==> src/rtl/mtseq_params.svh <==
// Constants for the measurement trigger sequencer.
`ifndef MTSEQ_PARAMS_SVH
`define MTSEQ_PARAMS_SVH
`define MTSEQ_CLK_HZ 50000000
`define MTSEQ_TICK_MS_CYCLES (`MTSEQ_CLK_HZ / 1000)
`define MTSEQ_DLY_W 29
`define MTSEQ_DLY_MAX_MS 29 'd0
`define MTSEQ_AD_1MS 16'd1
`define MTSEQ_AD_2MS 16'd2
`define MTSEQ_AD_3MS 16'd3
`define MTSEQ_AD_5MS 16'd5
`define MTSEQ_AD_13MS 16'd13
`define MTSEQ_AD_25MS 16'd25
`define MTSEQ_AD_100MS 16'd100
`define MTSEQ_AD_150MS 16'd150
`define MTSEQ_AD_250MS 16'd250
`define MTSEQ_AD_400MS 16'd400
`define MTSEQ_DCV_HI_RANGE 3'h3
`define MTSEQ_HOLD_CNT_MIN 7'h02
`define MTSEQ_HOLD_CNT_MAX 7'h64
`define MTSEQ_MAN_MAX_H 7'h63
`define MTSEQ_MAN_MAX_M 7'h63
`define MTSEQ_MAN_MAX_MS 17'h1869F
`define MTSEQ_AUTO_KEY_MS 17'h00001
`define MTSEQ_MS_PER_S 32'd1000
`define MTSEQ_MS_PER_M 32'd60000
`define MTSEQ_MS_PER_H 32'd3600000
`define MTSEQ_OUT_PULSE_CYCLES 8'h0A
`endif

==> src/rtl/mtseq_pkg.sv <==
// Types for the measurement trigger sequencer.
package mtseq_pkg;
   typedef enum logic [2:0] {
      MTSEQ_F_DCV = 3'h0, MTSEQ_F_ACV = 3'h1, MTSEQ_F_FREQ = 3'h2, MTSEQ_F_DCI = 3'h3,
      MTSEQ_F_ACI = 3'h4, MTSEQ_F_RES = 3'h5, MTSEQ_F_TC = 3'h6, MTSEQ_F_RTEMP = 3'h7
   } mtseq_func_t;
   typedef enum logic [1:0] {
      MTSEQ_SRC_IMM = 2'h0, MTSEQ_SRC_EXT = 2'h1, MTSEQ_SRC_BUS = 2'h2, MTSEQ_SRC_OTHER = 2'h3
   } mtseq_src_t;
   typedef enum logic [2:0] {
      MTSEQ_S_IDLE = 3'h0, MTSEQ_S_EVENT = 3'h1, MTSEQ_S_DELAY = 3'h2, MTSEQ_S_CONV = 3'h3,
      MTSEQ_S_WAIT = 3'h4, MTSEQ_S_CHAN = 3'h5, MTSEQ_S_OUT = 3'h6
   } mtseq_state_t;
   // Manual delay as entered: hours, minutes and the seconds field in milliseconds.
   typedef struct packed {
      logic [6:0] hours;
      logic [6:0] minutes;
      logic [16:0] millis;
   } mtseq_man_dly_t;
   // Measurement setup that selects the auto delay.
   typedef struct packed {
      mtseq_func_t func;
      logic [2:0] range;
   } mtseq_meas_cfg_t;
   // One reading from the converter.
   typedef struct packed {
      logic valid;
      logic in_window;
   } mtseq_rdg_t;
endpackage

==> src/rtl/mtseq_core.sv <==
// Measurement trigger sequencer: idle, event detection, delay, device action, output trigger.
// Function
// Continuous unscanned mode falls straight through idle.
// One-shot leaves idle on key, returns after.
// Scan end idles until halt command.
// Immediate source satisfies event detection at once.
// External source: trigger line, key, bus trigger.
// Trigger key ignored while under remote control.
// Programmable delay, auto or manual, before action.
// Auto delay from table for External/Bus sources.
// Other sources unscanned give zero auto delay.
// Scanning uses table delays for every source.
// Table delays for voltage, current, frequency.
// Resistance delays by range; RTD/thermistor follow.
// Thermocouple auto delay is one millisecond.
// Manual delay up to 99h 99m 99.999s.
// Auto key loads manual delay with 1 ms.
// Repeating filter takes count conversions, else one.
// Hold rejects out-of-window readings, restarts action.
// Relay transitions restart hold while scanning.
// Output trigger after each completed device action.
// Hold count 2 to 100 in window; the code uses i_hold_count as given, with no clamp to that range.
// Out-of-window reading reseeds and restarts count.
// Partner triggers with falling edge on line.
// Interlock low blocks all input triggers.
// Delay counts millisecond ticks; zero means no wait.
// Trigger line synchronised, one pulse per fall.
`include "mtseq_params.svh"
`timescale 1ns/100ps
`default_nettype none
module mtseq_core #(
   parameter int TICK_CYCLES = `MTSEQ_TICK_MS_CYCLES,
   parameter int OUT_PULSE_CYCLES = 10
)
(
   // Clock and reset.
   input wire logic i_core_clk,
   input wire logic i_rst_n,
   // Trigger link and digital lines; the inputs are asynchronous, the output is registered.
   input wire logic i_ext_trig_n,
   input wire logic i_interlock,
   output logic o_measurement_complete_output,
   // Front panel and bus stimuli from core logic; one-cycle pulses except i_remote, which is a level.
   input wire logic i_trig_key,
   input wire logic i_bus_trig,
   input wire logic i_halt_cmd,
   input wire logic i_auto_key,
   input wire logic i_remote,
   // Trigger configuration.
   input wire logic i_continuous,
   input wire logic i_scanning,
   input wire mtseq_pkg::mtseq_src_t i_src,
   input wire logic i_auto_delay,
   input wire mtseq_pkg::mtseq_man_dly_t i_man_delay,
   input wire logic i_man_delay_load,
   input wire mtseq_pkg::mtseq_meas_cfg_t i_meas_cfg,
   // Device action configuration.
   input wire logic i_filter_repeat,
   input wire logic i_filter_full,
   input wire logic [6:0] i_filter_count,
   input wire logic i_hold_en,
   input wire logic [6:0] i_hold_count,
   input wire logic i_scan_last,
   // Converter handshake.
   output logic o_conv_start,
   output logic o_seed,
   input wire mtseq_pkg::mtseq_rdg_t i_rdg,
   // Relay handshake.
   output logic o_relay_step,
   input wire logic i_relay_done,
   // Status.
   output logic o_idle,
   output logic o_reading_accepted,
   output mtseq_pkg::mtseq_man_dly_t o_man_delay,
   output logic [2:0] o_state
);
   mtseq_pkg::mtseq_state_t state;
   mtseq_pkg::mtseq_state_t next_state;
   logic [2:0] trig_sync;
   logic [1:0] lock_sync;
   logic ext_pulse;
   logic event_hit;
   logic [31:0] tick_cnt;
   logic tick;
   logic [31:0] dly_ms;
   logic [6:0] conv_cnt;
   logic [6:0] hold_cnt;
   logic [7:0] out_cnt;
   logic scan_done;
   logic act_done;

   // Auto delay lookup in milliseconds; thermistor and RTD share the resistance column.
   function automatic logic [15:0] auto_ms(input mtseq_pkg::mtseq_meas_cfg_t c);
      logic [15:0] r;
      r = `MTSEQ_AD_1MS;
      unique case (c.func)
         mtseq_pkg::MTSEQ_F_DCV: r = (c.range >= `MTSEQ_DCV_HI_RANGE) ? `MTSEQ_AD_5MS : `MTSEQ_AD_1MS;
         mtseq_pkg::MTSEQ_F_ACV, mtseq_pkg::MTSEQ_F_ACI: r = `MTSEQ_AD_400MS;
         mtseq_pkg::MTSEQ_F_FREQ: r = `MTSEQ_AD_1MS;
         mtseq_pkg::MTSEQ_F_DCI: r = `MTSEQ_AD_2MS;
         mtseq_pkg::MTSEQ_F_TC: r = `MTSEQ_AD_1MS;
         mtseq_pkg::MTSEQ_F_RES, mtseq_pkg::MTSEQ_F_RTEMP:
         begin
            unique case (c.range)
               3'h0, 3'h1: r = `MTSEQ_AD_3MS;
               3'h2: r = `MTSEQ_AD_13MS;
               3'h3: r = `MTSEQ_AD_25MS;
               3'h4: r = `MTSEQ_AD_100MS;
               3'h5: r = `MTSEQ_AD_150MS;
               default: r = `MTSEQ_AD_250MS;
            endcase
         end
      endcase
      return r;
   endfunction

   // Total milliseconds of a manual setting, after clamping each field to its maximum.
   function automatic logic [31:0] man_ms(input mtseq_pkg::mtseq_man_dly_t d);
      logic [31:0] h;
      logic [31:0] m;
      logic [31:0] s;
      h = {25'h0, (d.hours > `MTSEQ_MAN_MAX_H) ? `MTSEQ_MAN_MAX_H : d.hours};
      m = {25'h0, (d.minutes > `MTSEQ_MAN_MAX_M) ? `MTSEQ_MAN_MAX_M : d.minutes};
      s = {15'h0, (d.millis > `MTSEQ_MAN_MAX_MS) ? `MTSEQ_MAN_MAX_MS : d.millis};
      return 32'(h * `MTSEQ_MS_PER_H + m * `MTSEQ_MS_PER_M + s);
   endfunction

   // External trigger: two-flop synchroniser plus a third stage for the fall detector.
   always_ff @(posedge i_core_clk or negedge i_rst_n)
   begin
      if (!i_rst_n)
      begin
         trig_sync <= 3'h7;
         lock_sync <= 2'h3;
      end
      else
      begin
         trig_sync <= {trig_sync[1:0], i_ext_trig_n};
         lock_sync <= {lock_sync[0], i_interlock};
      end
   end

   // One pulse per falling edge, masked while the interlock holds the line low.
   assign ext_pulse = trig_sync[2] & ~trig_sync[1] & lock_sync[1];

   // Event detection; the key counts only in local, and the interlock gates every input trigger.
   always_comb
   begin
      event_hit = 1'b0;
      if (i_src == mtseq_pkg::MTSEQ_SRC_IMM)
         event_hit = 1'b1;
      else if (i_src == mtseq_pkg::MTSEQ_SRC_EXT || i_src == mtseq_pkg::MTSEQ_SRC_BUS)
         event_hit = ext_pulse | (i_trig_key & ~i_remote & lock_sync[1]) | (i_bus_trig & lock_sync[1]);
   end

   // Millisecond tick, free running so that a delay may start at any point of it.
   always_ff @(posedge i_core_clk or negedge i_rst_n)
   begin
      if (!i_rst_n)
         tick_cnt <= 32'h0;
      else if (tick_cnt == 32'(TICK_CYCLES - 1))
         tick_cnt <= 32'h0;
      else
         tick_cnt <= tick_cnt + 32'h1;
   end
   assign tick = (tick_cnt == 32'(TICK_CYCLES - 1));

   // Stored manual delay; the auto key overrides an entry in progress with one millisecond.
   always_ff @(posedge i_core_clk or negedge i_rst_n)
   begin
      if (!i_rst_n)
         o_man_delay <= '0;
      else if (i_auto_key)
         o_man_delay <= '{hours: 7'h00, minutes: 7'h00, millis: `MTSEQ_AUTO_KEY_MS};
      else if (i_man_delay_load)
         o_man_delay <= i_man_delay;
   end

   // Delay countdown; a first partial tick makes the wait up to one tick short, a known limitation.
   always_ff @(posedge i_core_clk or negedge i_rst_n)
   begin
      if (!i_rst_n)
         dly_ms <= 32'h0;
      else if (state == mtseq_pkg::MTSEQ_S_EVENT && event_hit)
      begin
         if (!i_auto_delay)
            dly_ms <= man_ms(o_man_delay);
         else if (i_scanning)
            dly_ms <= {16'h0, auto_ms(i_meas_cfg)};
         else if (i_src == mtseq_pkg::MTSEQ_SRC_EXT || i_src == mtseq_pkg::MTSEQ_SRC_BUS)
            dly_ms <= {16'h0, auto_ms(i_meas_cfg)};
         else
            dly_ms <= 32'h0;
      end
      else if (state == mtseq_pkg::MTSEQ_S_DELAY && tick && dly_ms != 32'h0)
         dly_ms <= dly_ms - 32'h1;
   end

   // A completed action while scanning with the last channel means the scan has ended.
   assign scan_done = i_scanning & i_scan_last;
   assign act_done = (state == mtseq_pkg::MTSEQ_S_WAIT) && i_rdg.valid
                     && (conv_cnt <= 7'h1 || !i_filter_repeat || i_filter_full)
                     && (!i_hold_en || (i_rdg.in_window && hold_cnt >= i_hold_count - 7'h1));

   // Sequencer state transitions.
   always_comb
   begin
      next_state = state;
      unique case (state)
         mtseq_pkg::MTSEQ_S_IDLE:
            if (i_scanning ? i_halt_cmd : (i_continuous || (i_trig_key && !i_remote)))
               next_state = mtseq_pkg::MTSEQ_S_EVENT;
         mtseq_pkg::MTSEQ_S_EVENT:
            if (event_hit)
               next_state = mtseq_pkg::MTSEQ_S_DELAY;
         mtseq_pkg::MTSEQ_S_DELAY:
            if (dly_ms == 32'h0)
               next_state = mtseq_pkg::MTSEQ_S_CONV;
         mtseq_pkg::MTSEQ_S_CONV:
            next_state = mtseq_pkg::MTSEQ_S_WAIT;
         mtseq_pkg::MTSEQ_S_WAIT:
            if (i_rdg.valid)
            begin
               if (act_done)
                  next_state = i_scanning ? mtseq_pkg::MTSEQ_S_CHAN : mtseq_pkg::MTSEQ_S_OUT;
               else
                  next_state = mtseq_pkg::MTSEQ_S_CONV;
            end
         mtseq_pkg::MTSEQ_S_CHAN:
            if (i_relay_done)
               next_state = mtseq_pkg::MTSEQ_S_OUT;
         mtseq_pkg::MTSEQ_S_OUT:
            if (out_cnt == 8'h1)
               next_state = (scan_done || (!i_scanning && !i_continuous)) ? mtseq_pkg::MTSEQ_S_IDLE
                                                                          : mtseq_pkg::MTSEQ_S_EVENT;
         default:
            next_state = mtseq_pkg::MTSEQ_S_IDLE;
      endcase
   end

   // State register.
   always_ff @(posedge i_core_clk or negedge i_rst_n)
   begin
      if (!i_rst_n)
         state <= mtseq_pkg::MTSEQ_S_IDLE;
      else
         state <= next_state;
   end

   // Filter conversion counter: loaded on entry to the action, counts down per reading.
   always_ff @(posedge i_core_clk or negedge i_rst_n)
   begin
      if (!i_rst_n)
         conv_cnt <= 7'h0;
      else if (state == mtseq_pkg::MTSEQ_S_DELAY || state == mtseq_pkg::MTSEQ_S_CHAN)
         conv_cnt <= i_filter_repeat ? i_filter_count : 7'h1;
      else if (state == mtseq_pkg::MTSEQ_S_WAIT && i_rdg.valid && conv_cnt > 7'h1)
         conv_cnt <= conv_cnt - 7'h1;
   end

   // Hold counter: seed is reading zero, each in-window reading adds one, a miss reseeds.
   always_ff @(posedge i_core_clk or negedge i_rst_n)
   begin
      if (!i_rst_n)
         hold_cnt <= 7'h0;
      else if (state == mtseq_pkg::MTSEQ_S_DELAY || state == mtseq_pkg::MTSEQ_S_OUT)
         hold_cnt <= 7'h0;
      else if (state == mtseq_pkg::MTSEQ_S_CHAN && i_relay_done)
         hold_cnt <= 7'h0;
      else if (state == mtseq_pkg::MTSEQ_S_WAIT && i_rdg.valid && i_hold_en
               && (conv_cnt <= 7'h1 || !i_filter_repeat || i_filter_full))
      begin
         if (hold_cnt == 7'h0 || i_rdg.in_window)
            hold_cnt <= hold_cnt + 7'h1;
         else
            hold_cnt <= 7'h1;
      end
   end

   // Converter start and seed flag, one cycle each.
   always_ff @(posedge i_core_clk or negedge i_rst_n)
   begin
      if (!i_rst_n)
      begin
         o_conv_start <= 1'b0;
         o_seed <= 1'b0;
      end
      else
      begin
         o_conv_start <= (next_state == mtseq_pkg::MTSEQ_S_CONV) && (state != mtseq_pkg::MTSEQ_S_CONV);
         o_seed <= (state == mtseq_pkg::MTSEQ_S_WAIT) && i_rdg.valid && i_hold_en
                   && hold_cnt != 7'h0 && !i_rdg.in_window;
      end
   end

   // Relay step request; hold restarts after the relay finishes its transition.
   always_ff @(posedge i_core_clk or negedge i_rst_n)
   begin
      if (!i_rst_n)
         o_relay_step <= 1'b0;
      else
         o_relay_step <= (next_state == mtseq_pkg::MTSEQ_S_CHAN) && (state != mtseq_pkg::MTSEQ_S_CHAN);
   end

   // Output trigger pulse length counter; the pulse stands a fixed number of cycles.
   always_ff @(posedge i_core_clk or negedge i_rst_n)
   begin
      if (!i_rst_n)
         out_cnt <= 8'h0;
      else if (next_state == mtseq_pkg::MTSEQ_S_OUT && state != mtseq_pkg::MTSEQ_S_OUT)
         out_cnt <= 8'(OUT_PULSE_CYCLES);
      else if (out_cnt != 8'h0)
         out_cnt <= out_cnt - 8'h1;
   end

   // Registered status and trigger outputs.
   always_ff @(posedge i_core_clk or negedge i_rst_n)
   begin
      if (!i_rst_n)
      begin
         o_measurement_complete_output <= 1'b0;
         o_reading_accepted <= 1'b0;
         o_idle <= 1'b1;
         o_state <= 3'h0;
      end
      else
      begin
         o_measurement_complete_output <= (next_state == mtseq_pkg::MTSEQ_S_OUT);
         o_reading_accepted <= act_done;
         o_idle <= (next_state == mtseq_pkg::MTSEQ_S_IDLE);
         o_state <= next_state;
      end
   end
endmodule
`default_nettype wire

==> config.mk <==
export PLATFORM = sky130hd
export DESIGN_NAME = mtseq_core
export DESIGN_NICKNAME = d
export VERILOG_FILES = /design/src/rtl/mtseq_pkg.sv /design/src/rtl/mtseq_core.sv
export VERILOG_INCLUDE_DIRS = /design/src /design/src/rtl
export SDC_FILE = /design/constraint.sdc
export NUM_CORES = 1
export LEC_CHECK = 0
export BUFFER_PORTS_ARGS = -buffer_cell sky130_fd_sc_hd__clkbuf_2
export CAP_MARGIN = 15
export CORE_MARGIN = 2
export CORE_UTILIZATION = 60
export CTS_CLUSTER_SIZE = 12
export DETAILED_ROUTE_END_ITERATION = 10
export PLACE_DENSITY = 0.81
export SLEW_MARGIN = 10
export SYNTH_ARGS = -nofsm -noshare
export SYNTH_HDL_FRONTEND = slang
export SYNTH_SLANG_ARGS = --single-unit
==> constraint.sdc <==
create_clock -name i_core_clk -period 10.4 [get_ports i_core_clk]
set_clock_uncertainty 0.15 [all_clocks]
set_input_delay 1.04 -clock i_core_clk [delete_from_list [all_inputs] [get_ports i_core_clk]]
set_output_delay 1.04 -clock i_core_clk [all_outputs]
set_load 0.03 [all_outputs]
; ---- Yosys cells after proc, flatten, opt, wreduce, memory -nomap -nowiden
; Cells that the tools add are included.
[classes]
n_reduce_logical = 52
add_sub_neg = 8
n_mul = 2
n_mux = 36
n_lt_le_gt_ge = 7
n_bitwise = 10
n_eq_ne = 28
[ops]
columns = op, count
row1 = $mux W32, 3
row2 = $mux W31, 3
row3 = $pmux W16 S5, 1
row4 = $mux W7, 9
row5 = $pmux W8 S5, 1
row6 = $eq A3 B3 Y1 const B, 11
row7 = $add A32 B1 Y32 const B, 1
row8 = $eq A32 B16 Y1 const B, 1
row9 = $logic_not A32 Y1, 1
row10 = $mux W16, 2
row11 = $reduce_bool A32 Y1, 1
row12 = $sub A32 B1 Y32 const B, 1
row13 = $add A30 B17 Y31, 1
row14 = $add A29 B23 Y30, 1
row15 = $mux W3, 8
row16 = $mul A7 B15 Y22 const B, 1
row17 = $eq A3 B2 Y1 const B, 7
row18 = $pmux W3 S7, 1
row19 = $logic_and A1 B1 Y1, 18
row20 = $mul A7 B11 Y18 const B, 1
row21 = $gt A17 B17 Y1 const B, 1
row22 = $mux W17, 1
row23 = $mux W8, 2
row24 = $gt A7 B7 Y1 const B, 2
row25 = 28 further kinds, 64
[totals]
inputBits = 73
out_inout_bits = 40
regBits = 131

; ---- Depth between registers and ports, before layout
; Gate-level depths: netlist of the first run.
[logic_depth]
depth_word = 12
depth_mapped = 29
mapped_depth_nobuf = 29

; ---- Worst setup path before layout of the first run
; No wires, ideal clock.
[synth_path]
kind = register to register
from = reg o_man_delay[28] (netlist bit)
to = reg dly_ms[27]
required_ns = 10.112
setup_ns = 0.138
n_path_buf = 0
t_arrival_ns = 6.233
period_less_slack_ns = 6.521
path_slack_ns = 3.879
stages_incl_launch_ff = 28
path_cell_list = dfrtp_1 > o311ai_0 > nand2b_1 > ha_1 > inv_1 > fa_1 > inv_1 > fa_1 > inv_1 > fa_1 > inv_1 > ha_1 > o21a_1 > o21ai_0 > or3b_2 > nand2_1 > xor2_1 > ha_1 > ha_1 > inv_1 > o21ai_0 > inv_1 > a21o_1 > a21oi_1 > o21ai_0 > nor3_1 > xor2_1 > o22ai_1
[synth_via]
elab_chain_len = 7
[synth_rtl]
columns = element, line_no
row1 = "start, declared", mtseq_core.sv:74  ; output mtseq_pkg::mtseq_man_dly_t o_man_delay,
row2 = "start signal, assigned", mtseq_core.sv:174  ; o_man_delay <= '{hours: 7'h00, minutes: 7'h00, millis: `MTSEQ_AUTO_KEY_MS};
row3 = "start signal, assigned", mtseq_core.sv:176  ; o_man_delay <= i_man_delay;
row4 = $gt A7 B7 Y1 (no source line), -
row5 = $mux W7 (*), mtseq_core.sv:122  ; h = {25'h0, (d.hours > `MTSEQ_MAN_MAX_H) ? `MTSEQ_MAN_MAX_H : d.hours};
row6 = $mul A7 B15 Y22 (no source line) (*), -
row7 = $add A29 B23 Y30 (no source line) (*), -
row8 = $add A30 B17 Y31 (*), mtseq_core.sv:125  ; return 32'(h * `MTSEQ_MS_PER_H + m * `MTSEQ_MS_PER_M + s);
row9 = $mux W31 (*), mtseq_core.sv:186  ; if (!i_auto_delay)
row10 = $mux W32 (*), mtseq_core.sv:184  ; else if (state == mtseq_pkg::MTSEQ_S_EVENT && event_hit)
row11 = "end signal, assigned", mtseq_core.sv:187  ; dly_ms <= man_ms(o_man_delay);
row12 = "end signal, assigned", mtseq_core.sv:189  ; dly_ms <= {16'h0, auto_ms(i_meas_cfg)};
row13 = "end signal, assigned", mtseq_core.sv:191  ; dly_ms <= {16'h0, auto_ms(i_meas_cfg)};
row14 = "end, declared", mtseq_core.sv:85  ; logic [31:0] dly_ms;
; Every way passes the cells marked *; elsewhere a longest branch is shown, timed or not.
; A chain may end at the register's enable or synchronous reset.

; ---- Worst setup path after layout of the first run
[layout_path]
from = reg o_man_delay[28] (netlist bit)
to = reg dly_ms[28]
; The elaborated chain is that of the path after synthesis.

==> results by group, run 1 <==
Logic synthesis
  • Synth warnings: 0
  • Area contributors post-synth: dfrtp_1 27%, ha_1 15%, fa_1 10%
  • Ys flop type: dfrtp_1
  • Post-Synthesis Net Count: 1544
  • Number of synthesized register bits: 131
  • Mean Syn Cell Area: 9.099 µm²
  • Seq/Total Area, Yosys: 28.30%
  • Synth Instances: 1276
  • Synthesized area: 0.01161 mm²
  • Synth top area share: 26.94%
  • Cell taking the most area after synthesis: dfrtp_1
  • EDFF count, synth: 0
  • Yosys cell types: 70
  • Async SR Flop Fraction: 100.0%

Power and ir drop
  • Flop pwr share: 26.5%
  • Logic pwr share: 51.8%
  • Pint: 1.527 mW
  • Leakage: 6.510 nW
  • Worst VDD drop: 0.1430 mV
  • Switch share: 42.77%
  • Switch Pwr: 1.141 mW
  • Clk pwr share: 21.6%
  • Pwr/cell area: 205.6 mW/mm²

Timing
  • Total negative slack: 0 ns
  • Fmax: 0.1436 GHz
  • Final period util: 66.97%
  • Slew margin rel.: 30.63%
  • Period minus WS final: 6.965 ns
  • Worst hold slack: 0.2055 ns
  • Setup Viol. Count Final: 0
  • Final Slew Violations: 0
  • Slew @ Worst Pin: 1.041 ns
  • RSZ-0062 raised after global routing: no
  • Endpoints failing hold: 0

Global route
  • Met2 usage: 43.26%
  • GR Util met1: 34.85%
  • Largest net degree at the start of global routing: 77
  • Tot GR Track Use: 25.73%
  • First-pass GRT wire length: 42.20 mm
  • Initial antenna violation count: 0
  • Grt peak-use layer: met2
  • Global route overflow: 0
  • Met3 usage: 4.427%
  • Vias in the first global route: 8999

Detailed routing
  • Initial DRC Count: 565
  • Via Count: 9319
  • Post-DRT Antenna Nets: 0
  • Vias per cell: 5.631
  • Total wire length: 25.50 mm
  • # DRC: 0
  • WL/cell: 15.41 µm
  • DRT Pass-1 Iters: 6

Min path
  • Hold path depth: 0
  • Hold worst-path end: lock_sync[1]$_DFF_PN1_
  • HP Start: lock_sync[0]$_DFF_PN1_
  • Worst Hold Class: reg -> reg

Clocking
  • Clock sinks: 131
  • Root Buffer: clkbuf_16
  • TritonCTS buffer count: 17
  • Skew-Pair Late Insertion Delay: 0.43 ns
  • CTS resizes: 0
  • Clk buf depth: 2
  • Postcts setup bufs: 0
  • Max H-tree Level: 4
  • CTS hold repair buffers: 0
  • Worst-path clk slew: 0.06 ns
  • CTS tree: built

Cells and area
  • Final Util: 68.92%
  • Share of layout cells above drive strength 1: 12.26%
  • Diode count: 0
  • Filler cells: 1427
  • Most frequent cells in the layout: 144 x inv_1, 137 x ha_1, 126 x nor2_1, 125 x dfrtp_1, 112 x clkbuf_2
  • Layout area overhead: 11.79%
  • Most common cell after layout, fill and taps aside: inv_1
  • Final #Nets: 1650

Setup path
  • CP startpoint kind: register
  • Kind of critical path: reg -> reg
  • Worst R2R Start: o_man_delay[28]$_DFFE_PN0P_
  • Cells on worst reg2reg path: 27
  • WP data required: 10.53 ns
  • Worst R2R End: dly_ms[28]$_DFFE_PN0P_
  • CP endpoint kind: register
  • Worst Path Arrival: 7.10 ns
  • Register-to-register setup slack: 3.44 ns
  • CP max FO: 4

Run status
  • Run status: complete, no violations

Die
  • CORE AREA: 0.01883 mm²
  • Initial cell density of the core: 61.65%
  • DIE AREA: 0.02048 mm²
  • Row count: 50
  • Die H: 143.1 µm
  • Top Ports: 113
  • Horiz. Die Dim: 143.1 µm

Placement
  • RD Place Congestion: 0.9371
  • Placed wire-length estimate: 20.00 mm
  • PortBufs: 112

Run
  • Max_cap viols: 0
## logic make-up (layout without fill, tap and decap cells)
| logic type | count (synthesis) | count (layout) | synth area share [%] |
|---|---|---|---|
| buffers and inverters | 172 | 291 | 5.626 |
| AO/OA/AOI/OAI | 210 | 210 | 11.07 |
| multiplexers | 37 | 37 | 3.212 |
| AND/OR/NAND/NOR | 403 | 403 | 17.36 |
| adder cells (fa/ha/maj) | 196 | 196 | 24.85 |
| XOR/XNOR | 127 | 127 | 9.581 |
| flip-flops | 131 | 131 | 28.30 |
## power groups by stage
stage	combinational, mW	clock, mW	sequential, mW
floorplan	1.03	0	0.721
global placement	1.31	0	0.709
detailed placement	1.35	0	0.712
CTS	1.37	0.584	0.706
global route	1.55	0.608	0.721
finish	1.38	0.578	0.707
## critical path, cell delays in order, from the launching register on
cell and delay (ns):
dfrtp_1 0.41, o311ai_0 0.44, nand2b_1 0.25, ha_1 0.38, inv_1 0.09, fa_1 0.54, inv_1 0.07, fa_1 0.50
inv_1 0.05, fa_1 0.49, inv_1 0.04, ha_1 0.34, o21a_1 0.15, o21ai_0 0.11, or3b_2 0.50, nand2_1 0.11
xor2_1 0.17, ha_1 0.25, ha_1 0.30, inv_1 0.07, o21ai_0 0.22, inv_1 0.10, a21o_1 0.19, a21oi_1 0.14
o21ai_0 0.17, nor4_1 0.33, xnor2_1 0.17, o22ai_1 0.09
## per-layer routing
layer,routed length (µm),up-vias
met4,328,0
met1,11590,4436
li1,-,4592
met3,1285,32
met2,12290,259
met5,0,-
## worst max path at each step
| stage | to | startpoint | cells after the start |
|---|---|---|---|
| 2_1_floorplan | dly_ms[27]$_DFFE_PN0P_ | o_man_delay[28]$_DFFE_PN0P_ | 27 |
| 3_3_place_gp | dly_ms[27]$_DFFE_PN0P_ | o_man_delay[28]$_DFFE_PN0P_ | 27 |
| 3_5_place_dp | dly_ms[28]$_DFFE_PN0P_ | o_man_delay[28]$_DFFE_PN0P_ | 27 |
| 4_1_cts | dly_ms[27]$_DFFE_PN0P_ | o_man_delay[28]$_DFFE_PN0P_ | 27 |
| 5_1_grt | dly_ms[28]$_DFFE_PN0P_ | o_man_delay[28]$_DFFE_PN0P_ | 27 |
| 6_report | dly_ms[28]$_DFFE_PN0P_ | o_man_delay[28]$_DFFE_PN0P_ | 27 |
## metrics by stage
stage	worst slack [ns]	instances	power [mW]	cell area (µm²)
floorplan	3.879	1276	1.756	11610
global placement	3.700	1622	2.021	12410
detailed placement	3.468	1622	2.059	12410
CTS	3.425	1654	2.664	12970
global route	2.909	1655	2.875	12980
finish	3.435	1655	2.669	12980
## cells in the mapped netlist, drive strengths merged (5+ instances only)
cell      n
inv     144
ha      137
nor2    126
dfrtp   125
xnor2    88
nand2    69
fa       58
o21ai    58
a21oi    57
nor3     44
nand3    41
xor2     39
mux2i    35
clkbuf   24
nor4     20
o22ai    19
nand2b   16
and3     15
a21o     14
nor2b    14
nand4    13
and2     11
a31oi    10
o211ai    8
or3       8
o21bai    7
a211oi    6
dfstp     6
or4       6
o21a      5
## layout make-up
cell class                      count  area [µm²]  share of cell area (%)
Clock buffer                       19       442.9                   3.413
Clock inverter                     13       125.1                  0.9640
Inverter                          144       540.5                   4.165
Multi-Input combinational cell    973        7676                   59.14
Sequential cell                   131        3286                   25.32
Tap cell                          260       325.3                   2.507
Timing Repair Buffer              115       583.1                   4.492
## registers in the layout (all words and copies together), names as in the netlist
signal and cells:
dly_ms 32, tick_cnt 32, o_man_delay 31, out_cnt 8, conv_cnt 7, hold_cnt 7
o_state 3, trig_sync 3, lock_sync 2, o_conv_start 1, o_idle 1, o_measurement_complete_output 1
o_reading_accepted 1, o_relay_step 1, o_seed 1
Note: power is estimated with default switching activity, not from simulation.
==> run 2, diff against run 1 <==
ABC_AREA = 1   (was unset)
CORE_UTILIZATION = 56   (was 60)
PLACE_DENSITY = 0.79   (was 0.81)
clock period = 5.8 ns   (was 10.4 ns; I/O delays follow)
==> results by group, run 2 <==
Detailed routing
  • WL/cell: 17.03 µm
  • Post-DRT Antenna Nets: 0
  • Via Count: 13020
  • # DRC: 0
  • Vias per cell: 5.713
  • DRT Pass-1 Iters: 6
  • Total wire length: 38.82 mm
  • Initial DRC Count: 1044

Logic synthesis
  • EDFF count, synth: 0
  • Seq/Total Area, Yosys: 25.38%
  • Synth top area share: 24.16%
  • Mean Syn Cell Area: 7.449 µm²
  • Number of synthesized register bits: 131
  • Post-Synthesis Net Count: 2006
  • Ys flop type: dfrtp_1
  • Synth warnings: 0
  • Cell taking the most area after synthesis: dfrtp_1
  • Async SR Flop Fraction: 100.0%
  • Area contributors post-synth: dfrtp_1 24%, ha_1 13%, nand2_1 9.7%
  • Synth Instances: 1738
  • Synthesized area: 0.01295 mm²
  • Yosys cell types: 64
  • Count leader, synth: nand2_1
  • Top cells by instance count after synthesis: 334 x nand2_1, 302 x inv_1, 189 x nor2_1

Setup path
  • Cells on worst reg2reg path: 32
  • Worst Setup SP: o_man_delay[28]$_DFFE_PN0P_
  • CP max FO: 4
  • Delay of the slowest cell on the worst path: 0.56 ns
  • Worst Path Arrival: 6.36 ns
  • WP data required: 6.01 ns
  • Worst R2R End: dly_ms[27]$_DFFE_PN0P_
  • Critical path endpoint: dly_ms[27]$_DFFE_PN0P_
  • Slowest CP cell: fa_1
  • CP endpoint kind: register
  • Kind of critical path: reg -> reg
  • Register-to-register setup slack: -0.35 ns
  • CP startpoint kind: register
  • Worst R2R Start: o_man_delay[28]$_DFFE_PN0P_

Timing
  • Fmax: 0.1626 GHz
  • PnR worst setup slack: -0.3509 ns
  • RSZ-0062 raised after global routing: yes
  • Endpoints failing hold: 15
  • Worst hold slack: -0.03150 ns
  • Slew @ Worst Pin: 0.8542 ns
  • Slew margin rel.: 43.05%
  • Period minus WS final: 6.151 ns
  • Final Slew Violations: 0
  • Total negative slack: -3.094 ns
  • Setup Viol. Count Final: 13
  • Final period util: 106.1%

Power and ir drop
  • Worst VDD drop: 0.2972 mV
  • Leakage: 8.525 nW
  • Pwr/cell area: 432.3 mW/mm²
  • Clk pwr share: 14.4%
  • Logic pwr share: 67.1%
  • Flop pwr share: 18.6%
  • Switch Pwr: 3.347 mW
  • Pint: 3.691 mW
  • Switch share: 47.56%

Placement
  • PortBufs: 112
  • RD Place Congestion: 0.9236
  • Placed Area: 0.01474 mm²
  • Placed wire-length estimate: 27.53 mm

Cells and area
  • Share of layout cells above drive strength 1: 25.18%
  • Final #Nets: 2250
  • Layout area overhead: 25.76%
  • Final instance area: 0.01628 mm²
  • Most frequent cells in the layout: 301 x nand2_1, 280 x inv_1, 169 x nor2_1, 132 x buf_4, 120 x dfrtp_1
  • Filler cells: 1635
  • Diode count: 0
  • Most common cell after layout, fill and taps aside: nand2_1
  • Biggest regs: dly_ms: 32 flops, tick_cnt: 32 flops, o_man_delay: 31 flops

Die
  • Top Ports: 113
  • DIE AREA: 0.02435 mm²
  • Initial cell density of the core: 57.18%
  • Horiz. Die Dim: 156.0 µm
  • CORE AREA: 0.02264 mm²
  • Die H: 156.0 µm
  • Row count: 55

Clocking
  • Worst-path clk slew: 0.07 ns
  • TritonCTS buffer count: 17
  • Skew-Pair Late Insertion Delay: 0.44 ns
  • Clock sinks: 131
  • CTS tree: built
  • CTS hold repair buffers: 0
  • Max H-tree Level: 4
  • Clk buf depth: 2
  • Root Buffer: clkbuf_16

Run
  • Max_cap viols: 0

Run status
  • Failing checks: hold timing, setup timing
  • Run status: complete, but fails checks

Min path
  • Worst Hold Class: in -> async

Global route
  • Tot GR Track Use: 30.01%
  • Largest net degree at the start of global routing: 68
  • Initial antenna violation count: 0
  • First-pass GRT wire length: 58.92 mm
  • Global route overflow: 0
  • Vias in the first global route: 12690
## run 2: changes by cell type after synthesis, moves of 16 or more
| cell | change |
|---|---|
| inv_1 | +158 |
| nand2b_1 | -16 |
| nand3_1 | +37 |
| nand2_1 | +266 |
| o21ai_0 | +18 |
| nor2_1 | +63 |
| mux2i_1 | -35 |
| xnor2_1 | -57 |
| o22ai_1 | -17 |
| a21oi_1 | +36 |
## run 2: logic make-up (layout without fill, tap and decap cells)
logic type / count (synthesis) / after routing / share of synthesized area [%]
AOI/OAI and AO/OA: 251 / 251 / 11.51
xor gates and xnor gates: 84 / 84 / 5.683
adders and majority gates: 195 / 195 / 22.21
buffers and inverters: 334 / 590 / 9.877
DFF: 131 / 131 / 25.38
and+or+nand+nor: 743 / 743 / 25.34
## run 2: final cells by class
cell class / instances / area, µm² / area share, %
sequential: 131 / 3292 / 20.22
timing repair buffer: 251 / 1637 / 10.05
inverter: 308 / 1159 / 7.117
clock inverter: 14 / 105.1 / 0.6456
clock buffer: 17 / 425.4 / 2.613
tap: 285 / 356.6 / 2.190
multi-input combinational: 1273 / 9306 / 57.16
## run 2: stage by stage
stage	hold WS, ns	std cells	power [mW]	setup WS (ns)	utilization (%)
final	-0.03150	2279	7.039	-0.3509	71.91
after global routing	0.02302	2279	7.448	-0.5669	71.91
after CTS	0.01487	2268	6.099	-0.1363	68.90
after detailed placement	0.1981	2220	4.826	-0.3494	65.12
after global placement	0.1963	2220	4.725	-0.1010	65.12
after floorplan	0.1344	1738	3.559	-0.003537	-
## run 2: critical path, delay by kind of cell (launching register included)
family          cells  cell delay [ns]
buf+inv             6             0.45
compound gates      4             0.62
flops               1             0.41
xor+xnor            1             0.12
fa+ha+maj           7             2.92
simple gates       14             1.37
## run 2: power groups by stage
stage	Clock [mW]	Sequential (mW)	Combinational [mW]
after floorplan	0	1.33	2.23
after global placement	0	1.30	3.42
after detailed placement	0	1.31	3.51
after CTS	1.01	1.30	3.79
after global routing	1.05	1.33	5.07
final	1.01	1.31	4.72
## run 2: layer usage
layer / GRT usage, % / wire length [µm] / vias to the layer above
met1: 35.01 / 15260 / 6175
met2: 53.90 / 19850 / 572
met5: 0 / 0 / -
met3: 5.611 / 2252 / 144
met4: 12.93 / 1452 / 0
li1: - / - / 6128
## run 2: worst min path at each step
stage | from | endpoint | slack (ns)
2_1_floorplan | i_rst_n | conv_cnt[0]$_DFFE_PN0P_ | 0.13
3_3_place_gp | trig_sync[0]$_DFF_PN1_ | trig_sync[1]$_DFF_PN1_ | 0.20
3_5_place_dp | lock_sync[0]$_DFF_PN1_ | lock_sync[1]$_DFF_PN1_ | 0.20
4_1_cts | i_rst_n | tick_cnt[29]$_DFF_PN0_ | 0.01
5_1_grt | i_rst_n | tick_cnt[29]$_DFF_PN0_ | 0.02
6_report | i_rst_n | tick_cnt[23]$_DFF_PN0_ | -0.03
## run 2: repair_timing
item | 4_1_cts | 5_1_grt
resized for setup | 50 | 152
gates cloned | 0 | 0
buffers inserted | 17 | 15
endpoints found under the setup margin | 15 | 16
endpoints found under the hold margin | 0 | 0
pin swaps | 36 | 73
==> run 3, diff against run 2 <==
CORE_UTILIZATION = 55   (was 56)
PLACE_DENSITY = 0.77   (was 0.79)
==> results by group, run 3 (same netlist as run 2, synthesis figures left out) <==
Min path
  • Worst Hold Class: in -> async

Cells and area
  • Non-Filler Instances: 2295
  • Register area: 0.003292 mm²
  • Most common cell after layout, fill and taps aside: nand2_1
  • Final instance area: 0.01611 mm²
  • Final #Nets: 2232
  • Filler cells: 1838
  • Share of layout cells above drive strength 1: 23.53%
  • Layout area overhead: 24.41%
  • Multi-input logic area: 0.009178 mm²
  • Biggest regs: dly_ms: 32 flops, tick_cnt: 32 flops, o_man_delay: 31 flops
  • Most frequent cells in the layout: 307 x nand2_1, 285 x inv_1, 167 x nor2_1, 120 x dfrtp_1
  • Diode count: 0

Clocking
  • TritonCTS buffer count: 17
  • CTS hold repair buffers: 0
  • Root Buffer: clkbuf_16
  • CTS tree: built
  • Clock sinks: 131
  • Skew-Pair Late Insertion Delay: 0.44 ns
  • Clk buf depth: 2
  • Worst-path clk slew: 0.07 ns
  • Max H-tree Level: 4

Detailed routing
  • Total wire length: 34.94 mm
  • WL/cell: 15.22 µm
  • # DRC: 0
  • Vias per cell: 5.405
  • Post-DRT Antenna Nets: 0
  • Initial DRC Count: 871
  • Via Count: 12410
  • DRT Pass-1 Iters: 5

Global route
  • Largest net degree at the start of global routing: 85
  • Global route overflow: 0
  • First-pass GRT wire length: 55.88 mm
  • Tot GR Track Use: 28.01%
  • Vias in the first global route: 12080
  • Initial antenna violation count: 0

Die
  • Top Ports: 113
  • DIE AREA: 0.02478 mm²
  • Initial cell density of the core: 55.65%
  • Row count: 56
  • Horiz. Die Dim: 157.4 µm
  • CORE AREA: 0.02326 mm²
  • Die H: 157.4 µm

Power and ir drop
  • Worst VDD drop: 0.3545 mV
  • Total power: 6.784 mW
  • Leakage: 8.385 nW
  • Pwr/cell area: 421.2 mW/mm²

Timing
  • Slew margin rel.: 33.15%
  • Fmax: 0.1655 GHz
  • PnR worst setup slack: -0.2406 ns
  • Final period util: 104.1%
  • Endpoints failing hold: 0
  • Period minus WS final: 6.041 ns
  • RSZ-0062 raised after global routing: yes
  • Slew @ Worst Pin: 1.002 ns
  • Worst hold slack: 0.03641 ns
  • Final Slew Violations: 0
  • Setup Viol. Count Final: 12

Setup path
  • Worst Path Buf+Inv: 6
  • CP startpoint kind: register
  • Slowest CP cell: fa_1
  • CP endpoint kind: register
  • Cells on worst reg2reg path: 30
  • WP data required: 6.00 ns
  • Register-to-register setup slack: -0.24 ns
  • Instance count on the critical path: 30
  • Crit path max-delay family: adder cells
  • Kind of critical path: reg -> reg
  • Worst Path Arrival: 6.24 ns
  • Delay of the slowest cell on the worst path: 0.53 ns
  • CP max FO: 5

Placement
  • Placed wire-length estimate: 26.57 mm
  • Pre-CTS setup slack: -0.2510 ns
  • Placed Area: 0.01475 mm²
  • PortBufs: 112
  • RD Place Congestion: 0.9391
  • Inst Count DP: 2249

Run
  • Max_cap viols: 0

Run status
  • Failing checks: setup timing
  • Run status: complete, but fails checks
## run 3: metrics by stage
step	utilization, %	setup TNS (ns)
floorplan	-	-0.003537
global placement	63.40	-0.6493
detailed placement	63.40	-2.687
CTS	67.39	-0.2052
global route	69.24	-4.872
finish	69.24	-1.248
## run 3: what timing repair did
| action | CTS | global route |
|---|---|---|
| cloned | 0 | 0 |
| gates resized for setup | 50 | 113 |
| pin swaps | 40 | 48 |
| setup buffers | 11 | 6 |
| setup endpoints to repair | 15 | 15 |
## run 3: final cells by class
cell class | instances | area share (%)
sequential | 131 | 20.44
tap | 319 | 2.478
clock buffer | 18 | 2.664
inverter | 308 | 7.193
clock inverter | 13 | 0.9477
multi-input combinational | 1273 | 56.98
timing repair buffer | 233 | 9.299
## run 3: worst paths after layout
check	start	end
setup / recovery	o_man_delay[26]$_DFFE_PN0P_	dly_ms[27]$_DFFE_PN0P_
hold / removal	i_rst_n	tick_cnt[20]$_DFF_PN0_
setup reg to reg	o_man_delay[26]$_DFFE_PN0P_	dly_ms[27]$_DFFE_PN0P_
hold reg to reg	lock_sync[0]$_DFF_PN1_	lock_sync[1]$_DFF_PN1_
max in group asynchronous	i_rst_n	o_man_delay[0]$_DFFE_PN0P_
min in group i_core_clk	i_ext_trig_n	trig_sync[0]$_DFF_PN1_
## run 3: worst reg2reg max path: cells and delay by family (launching register included)
| kind | cells | cell delay (ns) |
|---|---|---|
| buffers and inverters | 6 | 0.42 |
| xor gates and xnor gates | 1 | 0.16 |
| DFF | 1 | 0.41 |
| AOI/OAI and AO/OA | 2 | 0.24 |
| adders and majority gates | 7 | 2.93 |
| and+or+nand+nor | 14 | 1.62 |
## run 3: per-layer routing
metal | vias to the layer above | share of wire, % | global-route usage (%)
met4 | 0 | 2.2 | 8.009
met3 | 60 | 4.3 | 4.240
met5 | - | 0 | 0
met1 | 5893 | 42 | 34.13
li1 | 6103 | - | -
met2 | 349 | 51 | 51.15
## run 3: where the power goes
| part | internal [mW] | switching [mW] | leakage, nW | total (mW) |
|---|---|---|---|---|
| clock | 0.638 | 0.467 | 0.279 | 1.10 |
| combinational | 1.93 | 2.45 | 6.43 | 4.38 |
| sequential | 1.11 | 0.197 | 1.67 | 1.30 |
